`config.mk`:
```
export PLATFORM = sky130hd
export DESIGN_NAME = telegram_framer
export DESIGN_NICKNAME = d
export VERILOG_FILES = /design/src/logic/telegram_pkg.sv /design/src/logic/telegram_framer.sv
export SDC_FILE = /design/constraint.sdc
export NUM_CORES = 1
export LEC_CHECK = 0
export BUFFER_PORTS_ARGS = -buffer_cell sky130_fd_sc_hd__buf_4
export CORE_MARGIN = 3
export CORE_UTILIZATION = 60
export CTS_CLUSTER_DIAMETER = 40
export DETAILED_ROUTE_END_ITERATION = 8
export PLACE_DENSITY = 0.83
export SYNTH_ARGS = -nofsm -noshare
export SYNTH_HDL_FRONTEND = slang
export SYNTH_SLANG_ARGS = --single-unit
```
`constraint.sdc`:
```
create_clock -name core_clk_i -period 5.1 [get_ports core_clk_i]
set_clock_uncertainty 0.2 [all_clocks]
set_input_delay 0.51 -clock core_clk_i [delete_from_list [all_inputs] [get_ports core_clk_i]]
set_output_delay 0.51 -clock core_clk_i [all_outputs]
set_load 0.005 [all_outputs]
```
`src/logic/telegram_pkg.sv`:
```
// Package for the pushbutton telegram framer: frame constants, carriers, states.
// Assumes a single 100 MHz clock domain.
package telegram_pkg;

  localparam logic [7:0]  PREAMBLE_BYTE   = 8'h00;
  localparam int          PREAMBLE_LEN    = 4;
  localparam logic [7:0]  SFD_BYTE        = 8'ha7;
  localparam logic [7:0]  LEN_DATA        = 8'h18;
  localparam logic [7:0]  LEN_COMMISSION  = 8'h2a;
  localparam logic [15:0] FRAME_CTRL      = 16'h0801;
  localparam logic [15:0] DEST_PAN        = 16'hffff;
  localparam logic [15:0] DEST_ADDR       = 16'hffff;
  localparam logic [15:0] TELEGRAM_CTRL   = 16'h308c;
  localparam logic [15:0] CRC_POLY        = 16'h1021;
  localparam logic [15:0] CRC_INIT        = 16'h0000;
  localparam logic [7:0]  SEQ_RESET       = 8'h00;
  localparam logic [31:0] CNT_RESET       = 32'h0000_0000;
  localparam logic [4:0]  CHAN_MIN        = 5'd11;
  localparam logic [4:0]  CHAN_MAX        = 5'd26;
  localparam logic [4:0]  CHAN_DEFAULT    = 5'd11;
  localparam logic [11:0] FREQ_BASE_MHZ   = 12'd2405;
  localparam logic [11:0] FREQ_STEP_MHZ   = 12'd5;
  // Byte index of the length byte, of the last payload byte and of the last CRC byte (from byte 0 = preamble)
  localparam logic [5:0]  IDX_LEN         = 6'd5;
  localparam logic [5:0]  IDX_PAY_LAST    = 6'd27;
  localparam logic [5:0]  IDX_LAST        = 6'd29;

  // Contacts: two channels (A, B) of two contacts (0, 1)
  typedef struct packed {
    logic a0;
    logic a1;
    logic b0;
    logic b1;
  } contacts_t;

  // One button event to frame
  typedef struct packed {
    logic        release_evt;
    contacts_t   contacts;
    logic [7:0]  command;
    logic [31:0] signature;
  } event_t;

  typedef enum logic [2:0] {
    ST_IDLE = 3'b001,
    ST_SEND = 3'b010,
    ST_DONE = 3'b100
  } state_t;

endpackage

```
`src/logic/telegram_framer.sv`:
```
// Pushbutton telegram framer: builds one data telegram per bow event, byte stream out.
// Assumes the radio takes bytes on valid/ready and that the signature is supplied.
`timescale 1ns/1ns

// Behaviour
// - A press event and a release event each start their own telegram, told apart by the command.
// - Each telegram carries the 32-bit id; the four contacts (two channels of two) are captured but not sent.
// - Every multibyte field goes out least significant byte first.
// - The frame is PHY header, MAC header, MAC payload, then the CRC trailer, in that order.
// - The telegram begins with four zero preamble bytes.
// - The start delimiter 0xa7 follows the preamble.
// - The length byte follows, 0x18 for a data telegram (0x2a would be commissioning).
// - The frame control field is always 0x0801.
// - A one-byte sequence number follows and increments for each telegram sent.
// - The address is a destination network id and destination address, all ones.
// - No source address or source network id is sent.
// - Channels 11 to 26 are accepted while idle, channel 11 after reset.
// - Centre frequency is 2405 MHz plus 5 MHz per channel above 11.
// - The two-byte trailer is a CRC16 (x^16+x^12+x^5+1) over the length byte through the last payload byte.
// - Payload is telegram control 0x308c, source id, sequence counter, command, signature.
module telegram_framer
  import telegram_pkg::*;
#(
  parameter logic [31:0] DEVICE_ID = 32'h1234_5678 // Arbitrary neutral identifier
)
(
  input  wire logic        core_clk_i,      // 100 MHz clock
  input  wire logic        rst_i,           // Synchronous reset, active high
  input  wire logic        evt_valid_i,     // Bow event request
  input  wire event_t      evt_i,           // Event: press/release, contacts, command, signature
  output logic             evt_ready_o,     // Framer idle, event taken
  input  wire logic        chan_wr_i,       // Channel select strobe
  input  wire logic [4:0]  chan_i,          // Requested channel number
  output logic [4:0]       chan_o,          // Active channel
  output logic [11:0]      freq_mhz_o,      // Active centre frequency in MHz
  output logic [7:0]       tx_data_o,       // Frame byte
  output logic             tx_valid_o,      // Frame byte valid
  input  wire logic        tx_ready_i,      // Radio accepts byte
  output logic             tx_last_o,       // Marks last CRC byte
  output logic             frame_done_o,    // One-cycle pulse after last byte taken
  output event_t           sent_evt_o       // Event of the telegram in flight
);

  state_t      state;
  logic [5:0]  idx;
  logic [7:0]  seq_num;
  logic [31:0] seq_cnt;
  logic [15:0] crc;
  event_t      cur;
  logic [7:0]  next_byte;
  logic [15:0] next_crc;
  logic        take;
  logic        fire;

  assign take = (state == ST_IDLE) && evt_valid_i;
  assign fire = tx_valid_o && tx_ready_i;

  // Byte at position idx of the data telegram
  always_comb
  begin
    case (idx)
      6'd0, 6'd1, 6'd2, 6'd3: next_byte = PREAMBLE_BYTE;
      6'd4:  next_byte = SFD_BYTE;
      6'd5:  next_byte = LEN_DATA;
      6'd6:  next_byte = FRAME_CTRL[7:0];
      6'd7:  next_byte = FRAME_CTRL[15:8];
      6'd8:  next_byte = seq_num;
      6'd9:  next_byte = DEST_PAN[7:0];
      6'd10: next_byte = DEST_PAN[15:8];
      6'd11: next_byte = DEST_ADDR[7:0];
      6'd12: next_byte = DEST_ADDR[15:8];
      6'd13: next_byte = TELEGRAM_CTRL[7:0];
      6'd14: next_byte = TELEGRAM_CTRL[15:8];
      6'd15: next_byte = DEVICE_ID[7:0];
      6'd16: next_byte = DEVICE_ID[15:8];
      6'd17: next_byte = DEVICE_ID[23:16];
      6'd18: next_byte = DEVICE_ID[31:24];
      6'd19: next_byte = seq_cnt[7:0];
      6'd20: next_byte = seq_cnt[15:8];
      6'd21: next_byte = seq_cnt[23:16];
      6'd22: next_byte = seq_cnt[31:24];
      6'd23: next_byte = cur.command;
      6'd24: next_byte = cur.signature[7:0];
      6'd25: next_byte = cur.signature[15:8];
      6'd26: next_byte = cur.signature[23:16];
      6'd27: next_byte = cur.signature[31:24];
      6'd28: next_byte = crc[7:0];
      6'd29: next_byte = crc[15:8];
      default: next_byte = 8'h00;
    endcase
  end

  // CRC16 update with the outgoing byte, bitwise lsb first as the radio sends
  always_comb
  begin
    logic fb;
    next_crc = crc;
    fb = 1'b0;
    for (int b = 0; b < 8; b++)
    begin
      fb = next_crc[0] ^ tx_data_o[b];
      next_crc = {1'b0, next_crc[15:1]};
      if (fb)
        next_crc = next_crc ^ 16'h8408;                      // reflected form of CRC_POLY
    end
  end

  // Sequencer
  always_ff @(posedge core_clk_i)
  begin
    if (rst_i)
    begin
      state        <= ST_IDLE;
      idx          <= 6'd0;
      tx_valid_o   <= 1'b0;
      tx_last_o    <= 1'b0;
      evt_ready_o  <= 1'b0;
      frame_done_o <= 1'b0;
    end
    else
    begin
      frame_done_o <= 1'b0;
      case (state)
        ST_IDLE:
        begin
          evt_ready_o <= 1'b1;
          if (take)
          begin
            state       <= ST_SEND;
            idx         <= 6'd0;
            evt_ready_o <= 1'b0;
          end
        end
        ST_SEND:
        begin
          if (!tx_valid_o)
          begin
            tx_valid_o <= 1'b1;
            tx_last_o  <= (idx == IDX_LAST);
          end
          else if (fire)
          begin
            tx_valid_o <= 1'b0;
            tx_last_o  <= 1'b0;
            if (idx == IDX_LAST)
              state <= ST_DONE;
            else
              idx <= idx + 6'd1;
          end
        end
        ST_DONE:
        begin
          frame_done_o <= 1'b1;
          evt_ready_o  <= 1'b1;
          state        <= ST_IDLE;
        end
        default: state <= ST_IDLE;
      endcase
    end
  end

  // Byte register loads when a new byte is presented
  always_ff @(posedge core_clk_i)
  begin
    if (rst_i)
      tx_data_o <= 8'h00;
    else if (state == ST_SEND && !tx_valid_o)
      tx_data_o <= next_byte;
  end

  // CRC covers the length byte through the last payload byte
  always_ff @(posedge core_clk_i)
  begin
    if (rst_i)
      crc <= CRC_INIT;
    else if (take)
      crc <= CRC_INIT;
    else if (fire && idx >= IDX_LEN && idx <= IDX_PAY_LAST)
      crc <= next_crc;
  end

  // Captured event and counters
  always_ff @(posedge core_clk_i)
  begin
    if (rst_i)
    begin
      cur        <= '0;
      sent_evt_o <= '0;
      seq_num    <= SEQ_RESET;
      seq_cnt    <= CNT_RESET;
    end
    else if (take)
    begin
      cur        <= evt_i;
      sent_evt_o <= evt_i;
    end
    else if (state == ST_DONE)
    begin
      seq_num <= seq_num + 8'd1;
      seq_cnt <= seq_cnt + 32'd1;
    end
  end

  // Channel and frequency
  always_ff @(posedge core_clk_i)
  begin
    if (rst_i)
    begin
      chan_o     <= CHAN_DEFAULT;
      freq_mhz_o <= FREQ_BASE_MHZ;
    end
    else if (chan_wr_i && chan_i >= CHAN_MIN && chan_i <= CHAN_MAX && state == ST_IDLE)
    begin
      chan_o     <= chan_i;
      freq_mhz_o <= FREQ_BASE_MHZ
                  + 12'(FREQ_STEP_MHZ * 12'(chan_i - CHAN_MIN));
    end
  end

endmodule

```
# Word-level counts from Yosys, hierarchy flattened
# Cells that the tools add are included.
[totals]
reg_bits = 139
latch_bits = 0
ramBits = 0
rom_bits = 0
inputBits = 55
out_inout_bits = 74
n_memories = 0
[classes]
add_sub_neg = 5
multipliers = 1
n_div = 0
order_cmp = 4
n_eq_ne = 35
n_shift = 0
mux = 26
bitwise_logic = 17
n_reduce_logical = 17
[op_table]
columns = ["operator", "count"]
rows = [
  ["$pmux 8 s23", 1],
  ["$mux 16", 8],
  ["$eq 6x5->1 const B", 14],
  ["$eq 6x4->1 const B", 8],
  ["$add 32x1->32 const B", 1],
  ["$eq 6x3->1 const B", 4],
  ["$mux 6", 4],
  ["$not 2->3", 8],
  ["$add 12x12->12 const A", 1],
  ["$mux 3", 4],
  ["$pmux 6 s2", 1],
  ["$mul 4x6->10 const A", 1],
  ["$ne 2x2->1 const B", 5],
  ["$add 8x1->8 const B", 1],
  ["$logic_and 1x1->1", 8],
  ["$xor 1x1->1", 8],
  ["$add 6x1->6 const B", 1],
  ["$ge 6x3->1 const B", 1],
  ["$le 6x5->1 const B", 1],
  ["$mux 1", 6],
  ["$pmux 3 s2", 1],
  ["$sub 5x4->6 const B", 1],
  ["$ge 5x4->1 const B", 1],
  ["$le 5x5->1 const B", 1],
  ["other kinds (13)", 15],
]

# Depth between registers and ports, before layout
# Gate-level depths: netlist of the first run.
[logic_depth]
ltp_word = 16
ltp_mapped = 12

# Worst setup path after synthesis of the first run
# Ideal clock, no wire load.
[synth_timing]
kind = "input-to-reg"
startpoint = "in chan_i[0]"
endpoint = "reg freq_mhz_o[7]"
setup_ns = 0.070
t_arrival_ns = 3.006
t_required_ns = 4.830
slack_ns = 1.824
path_stages = 11
path_buffers = 0
cell_sequence = "ha_1 > o21ai_0 > xor2_1 > ha_1 > fa_1 > a21o_1 > a21oi_1 > xnor2_1 > o21a_1 > or3_1 > a21oi_1"
[synth_via]
elab_chain_len = 4
[synth_lines]
columns = ["item", "line_no", "source"]
rows = [
  ["from (decl)", "telegram_framer.sv:33", "input wire logic [4:0] chan_i,"],
  ["branches (longest 4 deep; another with $add 12x12->12)", "n/a", ""],
  ["to (signal assigned)", "telegram_framer.sv:215", "freq_mhz_o <= FREQ_BASE_MHZ"],
  ["to (decl)", "telegram_framer.sv:35", "output logic [11:0] freq_mhz_o,"],
]
# Parallel ways; which one is timed is not known.
# A chain may end at the register's enable or synchronous reset.

# Final worst setup path of the first run
[layout_timing]
startpoint = "reg idx[0]"
endpoint = "reg tx_data_o[5]"
[layout_via]
elab_chain_len = 3
[layout_lines]
columns = ["item", "line_no", "source"]
rows = [
  ["from (decl)", "telegram_framer.sv:45", "logic [5:0] idx;"],
  ["from (signal assigned)", "telegram_framer.sv:148", "idx <= idx + 6'd1;"],
  ["$eq 6x4->1", "telegram_framer.sv:61", "case (idx)"],
  ["$reduce_or 4->1 (no source line)", "n/a", ""],
  ["$pmux 8 s23 (*)", "telegram_framer.sv:61", ""],
  ["to (signal assigned)", "telegram_framer.sv:168", "tx_data_o <= next_byte;"],
  ["to (decl)", "telegram_framer.sv:36", "output logic [7:0] tx_data_o,"],
]
# Every way passes the cells marked *; elsewhere a longest branch is shown, timed or not.

==> results of run 1 <==
cells by family (layout without fill, tap and decap cells):
| group | count (synthesis) | in the layout | share of synthesized area |
|---|---|---|---|
| AND/OR/NAND/NOR | 335 | 335 | 0.219 |
| AO/OA/AOI/OAI | 178 | 178 | 0.168 |
| flip-flops | 138 | 138 | 0.391 |
| XOR/XNOR | 82 | 82 | 0.102 |
| buffers and inverters | 75 | 183 | 0.0484 |
| multiplexers | 24 | 24 | 0.0340 |
| adder cells (fa/ha/maj) | 21 | 21 | 0.0383 |
metal layers:
layer | GRT usage | routed length (um) | vias to the layer above
met5 | 0 | 0 | -
met4 | 0.0966 | 494 | 0
met3 | 0.0867 | 1640 | 50
met2 | 0.525 | 9940 | 299
met1 | 0.411 | 8740 | 3270
li1 | - | - | 3158
where the power goes:
group / total (mW) / internal (mW) / switching (mW)
Combinational: 0.326 / 0.153 / 0.172
Sequential: 1.15 / 1.12 / 0.0324
Clock: 1.29 / 0.828 / 0.459
cell usage after synthesis (8+ instances only):
cell type and instances:
clkbuf_1 30, a22o_1 15, nor3_1 8, xor2_1 45, nor2_1 94, nand2_1 140, buf_2 18, dfxtp_1 138
nand3_1 18, and3_1 14, a22oi_1 15, o211ai_1 9, o21ai_0 19, a221oi_1 8, xnor2_1 37, inv_1 16
a21oi_1 66, ha_1 20, nand4_1 17, mux2i_1 24
path summary, 6_finish.rpt:
path                                from                           to  slack, ps  cells past startpoint
max                  idx[0]$_SDFFE_PP0P_    tx_data_o[5]$_SDFFE_PP0P_       1800                      8
min                            evt_i[36]         cur[36]$_SDFFE_PP0P_        140                      3
max reg2reg          idx[0]$_SDFFE_PP0P_    tx_data_o[5]$_SDFFE_PP0P_       1800                      8
min reg2reg  sent_evt_o[41]$_SDFFE_PP0P_  sent_evt_o[41]$_SDFFE_PP0P_        260                      2
flip-flops by register name, indices dropped and copies added, names as in the netlist:
| name | flops |
|---|---|
| idx | 6 |
| seq_num | 8 |
| evt_ready_o | 1 |
| tx_valid_o | 1 |
| tx_last_o | 1 |
| crc | 16 |
| seq_cnt | 32 |
| state | 3 |
| cur | 40 |
| chan_o | 5 |
| sent_evt_o | 5 |
| frame_done_o | 1 |
| freq_mhz_o | 11 |
| tx_data_o | 8 |
per-stage QoR:
step / setup WS, ps / hold slack (ps) / cells / cell area [um^2]
4_1_cts: 1820 / 135 / 1101 / 8600
5_1_grt: 1620 / 141 / 1101 / 8600
2_1_floorplan: 1820 / 248 / 853 / 7060
3_3_place_gp: 1520 / 245 / 1069 / 7980
6_report: 1800 / 139 / 1101 / 8600
3_5_place_dp: 1420 / 252 / 1069 / 7980
placed cells by master (no fill, tap or decap), types with 4 or more instances in the layout:
cell type | netlist | final
a211oi_1 | 6 | 6
a21o_1 | 5 | 5
a21oi_1 | 66 | 66
a221oi_1 | 8 | 8
a22o_1 | 15 | 15
a22oi_1 | 15 | 15
a31oi_1 | 5 | 5
and2_1 | 6 | 6
and3_1 | 14 | 14
and4_1 | 5 | 5
buf_4 | 2 | 135
bufinv_16 | 0 | 4
clkbuf_16 | 0 | 17
clkinv_2 | 0 | 4
dfxtp_1 | 138 | 138
ha_1 | 20 | 20
inv_1 | 16 | 16
mux2i_1 | 24 | 24
nand2_1 | 140 | 140
nand2b_1 | 6 | 6
nand3_1 | 18 | 18
nand4_1 | 17 | 17
nor2_1 | 94 | 94
nor2b_1 | 5 | 5
nor3_1 | 8 | 8
nor3b_1 | 4 | 4
o211ai_1 | 9 | 9
o21ai_0 | 19 | 19
xnor2_1 | 37 | 37
xor2_1 | 45 | 45
final cells by class:
cell class / count / area [um^2]
Clock buffer: 20 / 447
Multi-Input combinational cell: 640 / 3970
Fill cell: 833 / 2570
Sequential cell: 138 / 2760
Timing Repair Buffer: 135 / 1010
Inverter: 16 / 60.1
Tap cell: 140 / 175
Clock inverter: 12 / 173
tightest hold or removal path, cell delays in order:
cell and delay (ps):
buf_4 110, nand2_1 50, a21oi_1 50
==> metrics.yaml, run 1 <==
grt:
  antenna_found_initial: 0
  grt_pass1_vias: 6664
  grt_max_degree: 104
  grt-ovfl-total: 0
  gr-usage-all-layers: 0.320
  grt_pass1_wl_um: 33400
detailed_routing:
  vias: 6777
  wl_um: 20800
  drtIter0Drc: 783
  dr.pass1.iters: 5
  wl_per_cell_um: 18.9
  drc: 0
  viasPerCell: 6.16
  detail-route-antenna-nets: 0
die:
  die_y_um: 114
  design.core.area_um2: 11200
  num_rows: 38
  die_w_um: 114
  pin_count: 129
  initial_core_util: 0.632
  dieArea_um2: 13100
power_and_ir_drop:
  leakage_nw: 3.48
  p_total_mw: 2.76
  ir_drop_v: 0.000355
  power.density_cell_area_nw_per_um2: 321
yosys:
  syn_nets: 929
  synth.yosys.seq_area_share: 0.391
  post-synth-top-area-cell: "dfxtp_1"
  postSynthAreaPerCell_um2: 8.28
  synth_warnings: 0
  ys_ff_latch: 138
  synthFlopType: "dfxtp_1"
  ys_top_cells_by_area: "dfxtp_1 (39%), nand2_1 (7.4%), xor2_1 (5.6%), nor2_1 (5.0%), a21oi_1 (4.7%)"
  syn_inst: 853
  synth_edf_count: 0
  synthDistinctLibCells: 60
  syn_area_um2: 7060
  yosysTopAreaCellShare: 0.391
  ys_async_sr_fraction: 0
cts:
  cts.path.max_buffers: 2
  cts_resized: 0
  clk_latency_ps: 420
  ctsHoldBuffers: 0
  cts_buffers: 17
  cts_tree: "built"
  clk_pin_slew_ps: 60
  cts_root_buf: "clkbuf_16"
  clock_sinks: 138
  post_cts_buffers: 0
  htree_levels: 4
min_path:
  hp-class: "input port to register"
timing:
  period_share: 0.646
  max_freq_mhz: 303
  hold_viol: 0
  drv_slew: 0
  slew_headroom: 0.236
  tightest_slew_ps: 1150
  setup_viol: 0
  fin_setup_tns_ps: 0
  rsz0062_at_grt: "false"
  fin_crit_ps: 3300
worst_setup_path:
  crit_chain: "inv_1 -> ha_1 -> nand2b_1 -> mux2i_1 -> a2111oi_0 -> o21ai_1 -> nor2_2 -> a22o_1"
  critPathKind: "register to register"
  path_max_fanout: 23
  worstPathArrival_ps: 3450
  start_kind: "register"
  cpPeakStageDelay_ps: 800
  end_kind: "register"
  required_ps: 5260
  crit_family: "compound AO/OA/AOI/OAI gates"
  critical_path_buf_inv_count: 1
  slowest_stage: "a2111oi_0"
finish:
  finalNetCount: 1024
  utilization: 0.770
  syn_to_final_growth_pct: 21.8
  n_antenna_cell: 0
  final_layout_size_suffix_gt1_frac: 0.183
place:
  port_buffers: 128
  routabilityCongestion: 1.01
  dp_hpwl_um: 14900
status:
  status: "finished, final reports clean"
run:
  maxCapViolations: 0
Note: power is estimated with default switching activity, not from simulation.
==> run 2: changes to the inputs <==
ABC_AREA = 1   (was unset)
CORE_UTILIZATION = 51   (was 60)
PLACE_DENSITY = 0.74   (was 0.83)
clock period = 3 ns   (was 5.1 ns; I/O delays follow)
==> run 2 against run 1 <==
  * Combinational power grew to 2.7 times the previous value
  * Sequential share of layout area shrank 3.9 points
  * Worst setup slack lost 1600 ps
  * Via count grew 20%
  * Total power grew 81%
  * Critical path type is now input port to register
==> metrics.yaml, run 2 <==
yosys:
  synthDistinctLibCells: 43  # -28%
  syn_area_um2: 7510  # +6.3%
  ys_top_cells_by_area: "dfxtp_1 (37%), nand2_1 (13%), nor2_1 (9.8%), o21ai_0 (5.8%), a21oi_1 (4.7%)"
  postSynthAreaPerCell_um2: 6.77  # -18%
  synth_most_common_cell: "nand2_1"
  yosysTopAreaCellShare: 0.368  # -0.0232
  synth.yosys.seq_area_share: 0.368  # -0.0232
  syn_nets: 1185  # +28%
  synth_edf_count: 0  # unchanged
  ys_ff_latch: 138  # unchanged
  syn_inst: 1109  # +30%
  ys_async_sr_fraction: 0  # unchanged
  synthFlopType: "dfxtp_1"
  netlist_top_cells_count: "nand2_1 (261), nor2_1 (195), dfxtp_1 (138), o21ai_0 (87)"
  synth_warnings: 0  # unchanged
  post-synth-top-area-cell: "dfxtp_1"
die:
  initial_core_util: 0.530  # -0.102
  num_rows: 43  # +13%
  die_w_um: 127  # +11%
  pin_count: 129  # unchanged
  dieArea_um2: 16200  # +24%
  design.core.area_um2: 14100  # +27%
  die_y_um: 127  # +11%
cts:
  cts.path.max_buffers: 2  # unchanged
  clk_pin_slew_ps: 60  # about the same
  htree_levels: 4  # unchanged
  cts_root_buf: "clkbuf_16"
  cts_buffers: 17  # unchanged
  cts_tree: "built"
  clk_latency_ps: 430  # about the same
  clock_sinks: 138  # unchanged
  post_cts_buffers: 0  # unchanged
power_and_ir_drop:
  power.share.clock: 0.420  # -0.046
  leakage_nw: 4.22  # +21%
  power.share.sequential: 0.406  # -0.010
  p_sw_frac: 0.295  # +0.0546
  power.density_cell_area_nw_per_um2: 510  # +59%
  switchingPower_mw: 1.47  # +120%
  combPwrFrac: 0.175  # +0.057
  internal-power_mw: 3.52  # +68%
  ir_drop_v: 0.000593  # +67%
finish:
  regMostFlops: "cur"
  largest_reg_flops: 40  # unchanged
  reg_top3: "cur x40, seq_cnt x32, crc x16"
  n_antenna_cell: 0  # unchanged
  final_common_cell: "nand2_1"
  finalNonFillerCells: 1481  # +35%
  most-common-layout-cells: "nand2_1 (260), nor2_1 (195), buf_4 (147)"
  final_layout_size_suffix_gt1_frac: 0.184  # +0.00133
  syn_to_final_growth_pct: 30.4
  finalNetCount: 1364  # +33%
  fillers: 1171  # +41%
timing:
  period_share: 0.933
  tightest_slew_ps: 827  # -319 ps
  setup_viol: 0  # unchanged
  hold_viol: 0  # unchanged
  slew_headroom: 0.448  # +0.212
  finalHoldWorstSlack_ps: 20.8  # -118 ps
  rsz0062_at_grt: "false"
  fin_crit_ps: 2800
  max_freq_mhz: 357
  drv_slew: 0  # unchanged
detailed_routing:
  detail-route-antenna-nets: 0  # unchanged
  wl_per_cell_um: 15.9  # -16%
  viasPerCell: 5.47  # -11%
  wl_um: 23500  # +13%
  dr.pass1.iters: 6  # +1
  drc: 0  # unchanged
  vias: 8105  # +20%
  drtIter0Drc: 754  # -3.7%
worst_setup_path:
  end_kind: "register"
  slowest_stage: "fa_2"
  crit_path_frequent_cell: "nand2_1"
  crit_family: "adder cells"
  start_kind: "input port"
  critical_path_buf_inv_count: 5  # +4
  cpPeakStageDelay_ps: 540  # -260 ps
  worstPathArrival_ps: 2920  # -530 ps
  path_max_fanout: 3  # -87%
  required_ps: 3120  # -2140 ps
  crit_chain: "dlygate4sd3_1 -> buf_4 -> inv_2 -> nand3_1 -> nand2_1 -> inv_1 -> ha_1 -> ha_2 -> fa_2 -> nand2_1 -> inv_2 -> a21oi_2 -> nand2_2 -> nand2_1 -> nand3_1 -> nand2_1 -> nor2_1 -> nor2_1"
  critPathKind: "input port to register"
grt:
  grt_max_degree: 70  # -33%
  antenna_found_initial: 0  # unchanged
  gr-usage-all-layers: 0.286  # -0.0339
  grt_pass1_wl_um: 37300  # +12%
  grt-ovfl-total: 0  # unchanged
  grt_pass1_vias: 7471  # +12%
run:
  maxCapViolations: 0  # unchanged
status:
  status: "finished, final reports clean"
place:
  dp.cells: 1401  # +31%
  routabilityCongestion: 0.982  # -2.6%
  port_buffers: 128  # unchanged
  dp_hpwl_um: 16700  # +12%
min_path:
  hp-class: "input port to register"
-- run 2: metrics by stage --
| stage | setup slack [ps] | utilization | power [mW] | area, um^2 | setup TNS, ps |
|---|---|---|---|---|---|
| 2_1_floorplan | 201 | - | 2.46 | 7510 | 0 |
| 3_3_place_gp | -92.5 | 0.614 | 2.83 | 8690 | -190 |
| 3_5_place_dp | -117 | 0.614 | 2.83 | 8690 | -397 |
| 4_1_cts | 49.4 | 0.689 | 4.96 | 9750 | 0 |
| 5_1_grt | 5.01 | 0.692 | 5.17 | 9790 | 0 |
| 6_report | 202 | 0.692 | 4.99 | 9790 | 0 |
-- run 2: logic make-up (layout without fill, tap and decap cells) --
logic type,count (synthesis),in the layout,share of synthesized area
flip-flops,138,138,0.368
AND/OR/NAND/NOR,600,600,0.345
buffers and inverters,121,313,0.0652
adder cells (fa/ha/maj),21,21,0.0360
XOR/XNOR,44,44,0.0513
AO/OA/AOI/OAI,185,185,0.134
-- run 2: per-layer routing --
layer	up-vias	routed length, um	GRT usage
met4	0	674	0.108
met5	-	0	0
met2	336	10900	0.460
met3	52	1780	0.0569
met1	3740	10200	0.380
li1	3977	-	-
-- run 2: power by group through the flow --
stage               registers [mW]  clock network [mW]  logic, mW
floorplan                     2.05                   0      0.417
global placement              2.06                   0      0.769
detailed placement            2.06                   0      0.776
CTS                           2.02                2.11      0.832
global route                  2.04                2.17      0.968
finish                        2.02                2.09      0.871
-- run 2: worst register-to-register path, cell delays in order (launching register included) --
cell	delay (ps)
dfxtp_1	330
inv_1	160
ha_1	370
nand3_1	260
nor2_2	340
nand2_1	150
o21ai_1	110
nor2_1	60
nand2_1	70
o21ai_1	100
a21oi_1	160
-- run 2: final timing paths --
| kind | cells past startpoint | slack (ps) | endpoint | startpoint |
|---|---|---|---|---|
| max reg2reg | 10 | 640 | tx_data_o[3]$_SDFFE_PP0P_ | idx[0]$_SDFFE_PP0P_ |
| min reg2reg | 2 | 270 | tx_last_o$_SDFFE_PP0P_ | tx_last_o$_SDFFE_PP0P_ |
| min | 3 | 20 | cur[21]$_SDFFE_PP0P_ | evt_i[21] |
| max | 18 | 200 | freq_mhz_o[9]$_SDFFE_PP0P_ | chan_i[3] |
-- run 2: area by class of cell --
type / instances / area [um^2] / share of cell area
multi-input combinational: 850 / 4290 / 0.439
inverter: 85 / 322 / 0.0329
clock buffer: 17 / 425 / 0.0435
timing repair buffer: 196 / 1600 / 0.164
clock inverter: 15 / 154 / 0.0157
tap: 180 / 225 / 0.0230
sequential: 138 / 2760 / 0.282
-- run 2: what timing repair did --
action	in CTS	in global routing
gates resized for setup	0	14
hold buffers	48	0
setup endpoints to repair	0	6
endpoints found under the hold margin	48	0
==> run 3: changes to the inputs <==
PLACE_DENSITY = unset   (was 0.74)
PLACE_DENSITY_LB_ADDON = 0.08   (was unset)
==> run 3 against run 2 <==
  * Sequential share of layout area hardly changed
  * Maximum frequency decreased by 2.3%
  * Critical path depth grew 1
  * Non-clock buffer count increased by 1
  * Via count is 0.67% lower
  * Total power is 1.8% lower
  * Largest power group is now registers
==> metrics.yaml, run 3 (same netlist as run 2, synthesis figures left out) <==
status:
  status: "finished, final reports clean"
finish:
  finalNetCount: 1365  # +0.073%
  finalNonFillerCells: 1482  # +0.068%
  syn_to_final_growth_pct: 30.5  # about the same
  final_layout_size_suffix_gt1_frac: 0.191  # +0.00677
  most-common-layout-cells: "nand2_1 (257), nor2_1 (195), buf_4 (149)"
  fin_area_um2: 9790  # about the same
  multi_input_area_um2: 4320  # +0.67%
  regMostFlops: "cur"
  fillers: 1177  # +0.51%
  n_antenna_cell: 0  # unchanged
  utilization: 0.692  # about the same
  largest_reg_flops: 40  # unchanged
  reg_top3: "cur x40, seq_cnt x32, crc x16"
  seq_area_um2: 2760  # unchanged
  final_common_cell: "nand2_1"
cts:
  cts_tree: "built"
  cts_root_buf: "clkbuf_16"
  clock_sinks: 138  # unchanged
  htree_levels: 4  # unchanged
  clk_latency_ps: 430  # about the same
  clk_pin_slew_ps: 60  # about the same
  cts.path.max_buffers: 2  # unchanged
  cts_buffers: 17  # unchanged
timing:
  max_freq_mhz: 349  # -2.3%
  setup_viol: 0  # unchanged
  drv_slew: 0  # unchanged
  tightest_slew_ps: 822  # -5.62 ps
  slew_headroom: 0.451  # +0.00375
  period_share: 0.955  # +0.0223
  rsz0062_at_grt: "true"
  fin_crit_ps: 2860  # +66.8 ps
  hold_viol: 0  # unchanged
power_and_ir_drop:
  power.density_cell_area_nw_per_um2: 500  # -1.9%
  ir_drop_v: 0.000414  # -30%
  leakage_nw: 4.21  # about the same
worst_setup_path:
  path_max_fanout: 4  # +1
  reg2reg_depth: 6  # -4
  worstPathArrival_ps: 2980  # +60 ps
  start_kind: "input port"
  end_kind: "register"
  critPathKind: "input port to register"
  required_ps: 3120  # about the same
place:
  dp.cells: 1401  # unchanged
  routabilityCongestion: 0.950  # -3.3%
  post_dp_cell_area_um2: 8690  # unchanged
  port_buffers: 128  # unchanged
  dp_hpwl_um: 17000  # +1.6%
detailed_routing:
  dr.pass1.iters: 5  # -1
  wl_um: 24100  # +2.4%
  drc: 0  # unchanged
  vias: 8051  # -0.67%
  drtIter0Drc: 722  # -4.2%
  wl_per_cell_um: 16.3  # +2.3%
  detail-route-antenna-nets: 0  # unchanged
  viasPerCell: 5.43  # -0.73%
die:
  dieArea_um2: 16200  # unchanged
  die_w_um: 127  # unchanged
  num_rows: 43  # unchanged
  die_y_um: 127  # unchanged
  pin_count: 129  # unchanged
  design.core.area_um2: 14100  # unchanged
  initial_core_util: 0.530  # unchanged
grt:
  grt_pass1_vias: 7541  # +0.94%
  gr-usage-all-layers: 0.296  # +0.00999
  grt_pass1_wl_um: 38400  # +3.1%
  grt_max_degree: 70  # unchanged
  antenna_found_initial: 0  # unchanged
  grt-ovfl-total: 0  # unchanged
run:
  maxCapViolations: 0  # unchanged
min_path:
  hp-class: "input port to register"
  worst_hold_path.num_cells: 3  # unchanged
## run 3: cell count changes in the layout (fill, tap and decap cells not counted), sizes merged
cell         delta
dlygate4sd3     -1
inv             -5
bufinv          -1
clkinv          +5
buf             +2
clkbuf          +1
## run 3: timing repair
item                                   CTS  global route
endpoints found under the hold margin   47             0
hold buffers                            47             0
gates resized for setup                  0            20
buffers inserted                         0             2
setup endpoints to repair                0             6
## run 3: critical path: stages
cell and delay, ps:
buf_4 120, dlygate4sd3_1 560, inv_2 80, nand2_1 50, nand2_1 70, nand2_1 50
inv_1 90, ha_1 240, ha_2 210, fa_2 560, nand2_2 80, inv_2 70
a21oi_2 60, nand2_2 90, nand2_2 70, nand3_2 60, nand2_1 60, nor2_1 120
nor2_1 40
## run 3: cell type report
| type | count | area share |
|---|---|---|
| Sequential cell | 138 | 0.282 |
| Tap cell | 180 | 0.0230 |
| Multi-Input combinational cell | 850 | 0.441 |
| Clock inverter | 14 | 0.0116 |
| Timing Repair Buffer | 197 | 0.164 |
| Clock buffer | 18 | 0.0448 |
| Inverter | 85 | 0.0328 |
## run 3: final timing paths
path                                from                          to  slack [ps]
hold reg to reg   tx_last_o$_SDFFE_PP0P_      tx_last_o$_SDFFE_PP0P_         270
setup / recovery               chan_i[2]  freq_mhz_o[9]$_SDFFE_PP0P_         140
hold / removal                 chan_i[3]      chan_o[3]$_SDFFE_PP1P_          10
setup reg to reg   state[1]$_SDFFE_PP0P_        cur[21]$_SDFFE_PP0P_         450
## run 3: per-layer routing
metal / global-route usage / share of wire / wire length, um
met5: 0 / 0 / 0
met4: 0.127 / 0.037 / 900
met3: 0.0807 / 0.085 / 2040
met2: 0.447 / 0.44 / 10600
met1: 0.398 / 0.44 / 10500
## run 3: per-stage QoR
stage	hold WS [ps]	TNS, ps	worst slack (ps)	power, mW
after floorplan	213	0	201	2.46
after global placement	246	-72.4	-50.9	2.82
after detailed placement	258	-397	-137	2.84
after CTS	1.36	0	15.2	4.85
after global routing	32.9	-62.2	-47.7	5.10
final	10.9	0	135	4.90
## run 3: power by group
group          internal (mW)  switching, mW
Clock                   1.09          0.876
Sequential              1.94         0.0846
Combinational          0.414          0.492
Total                   3.45           1.45
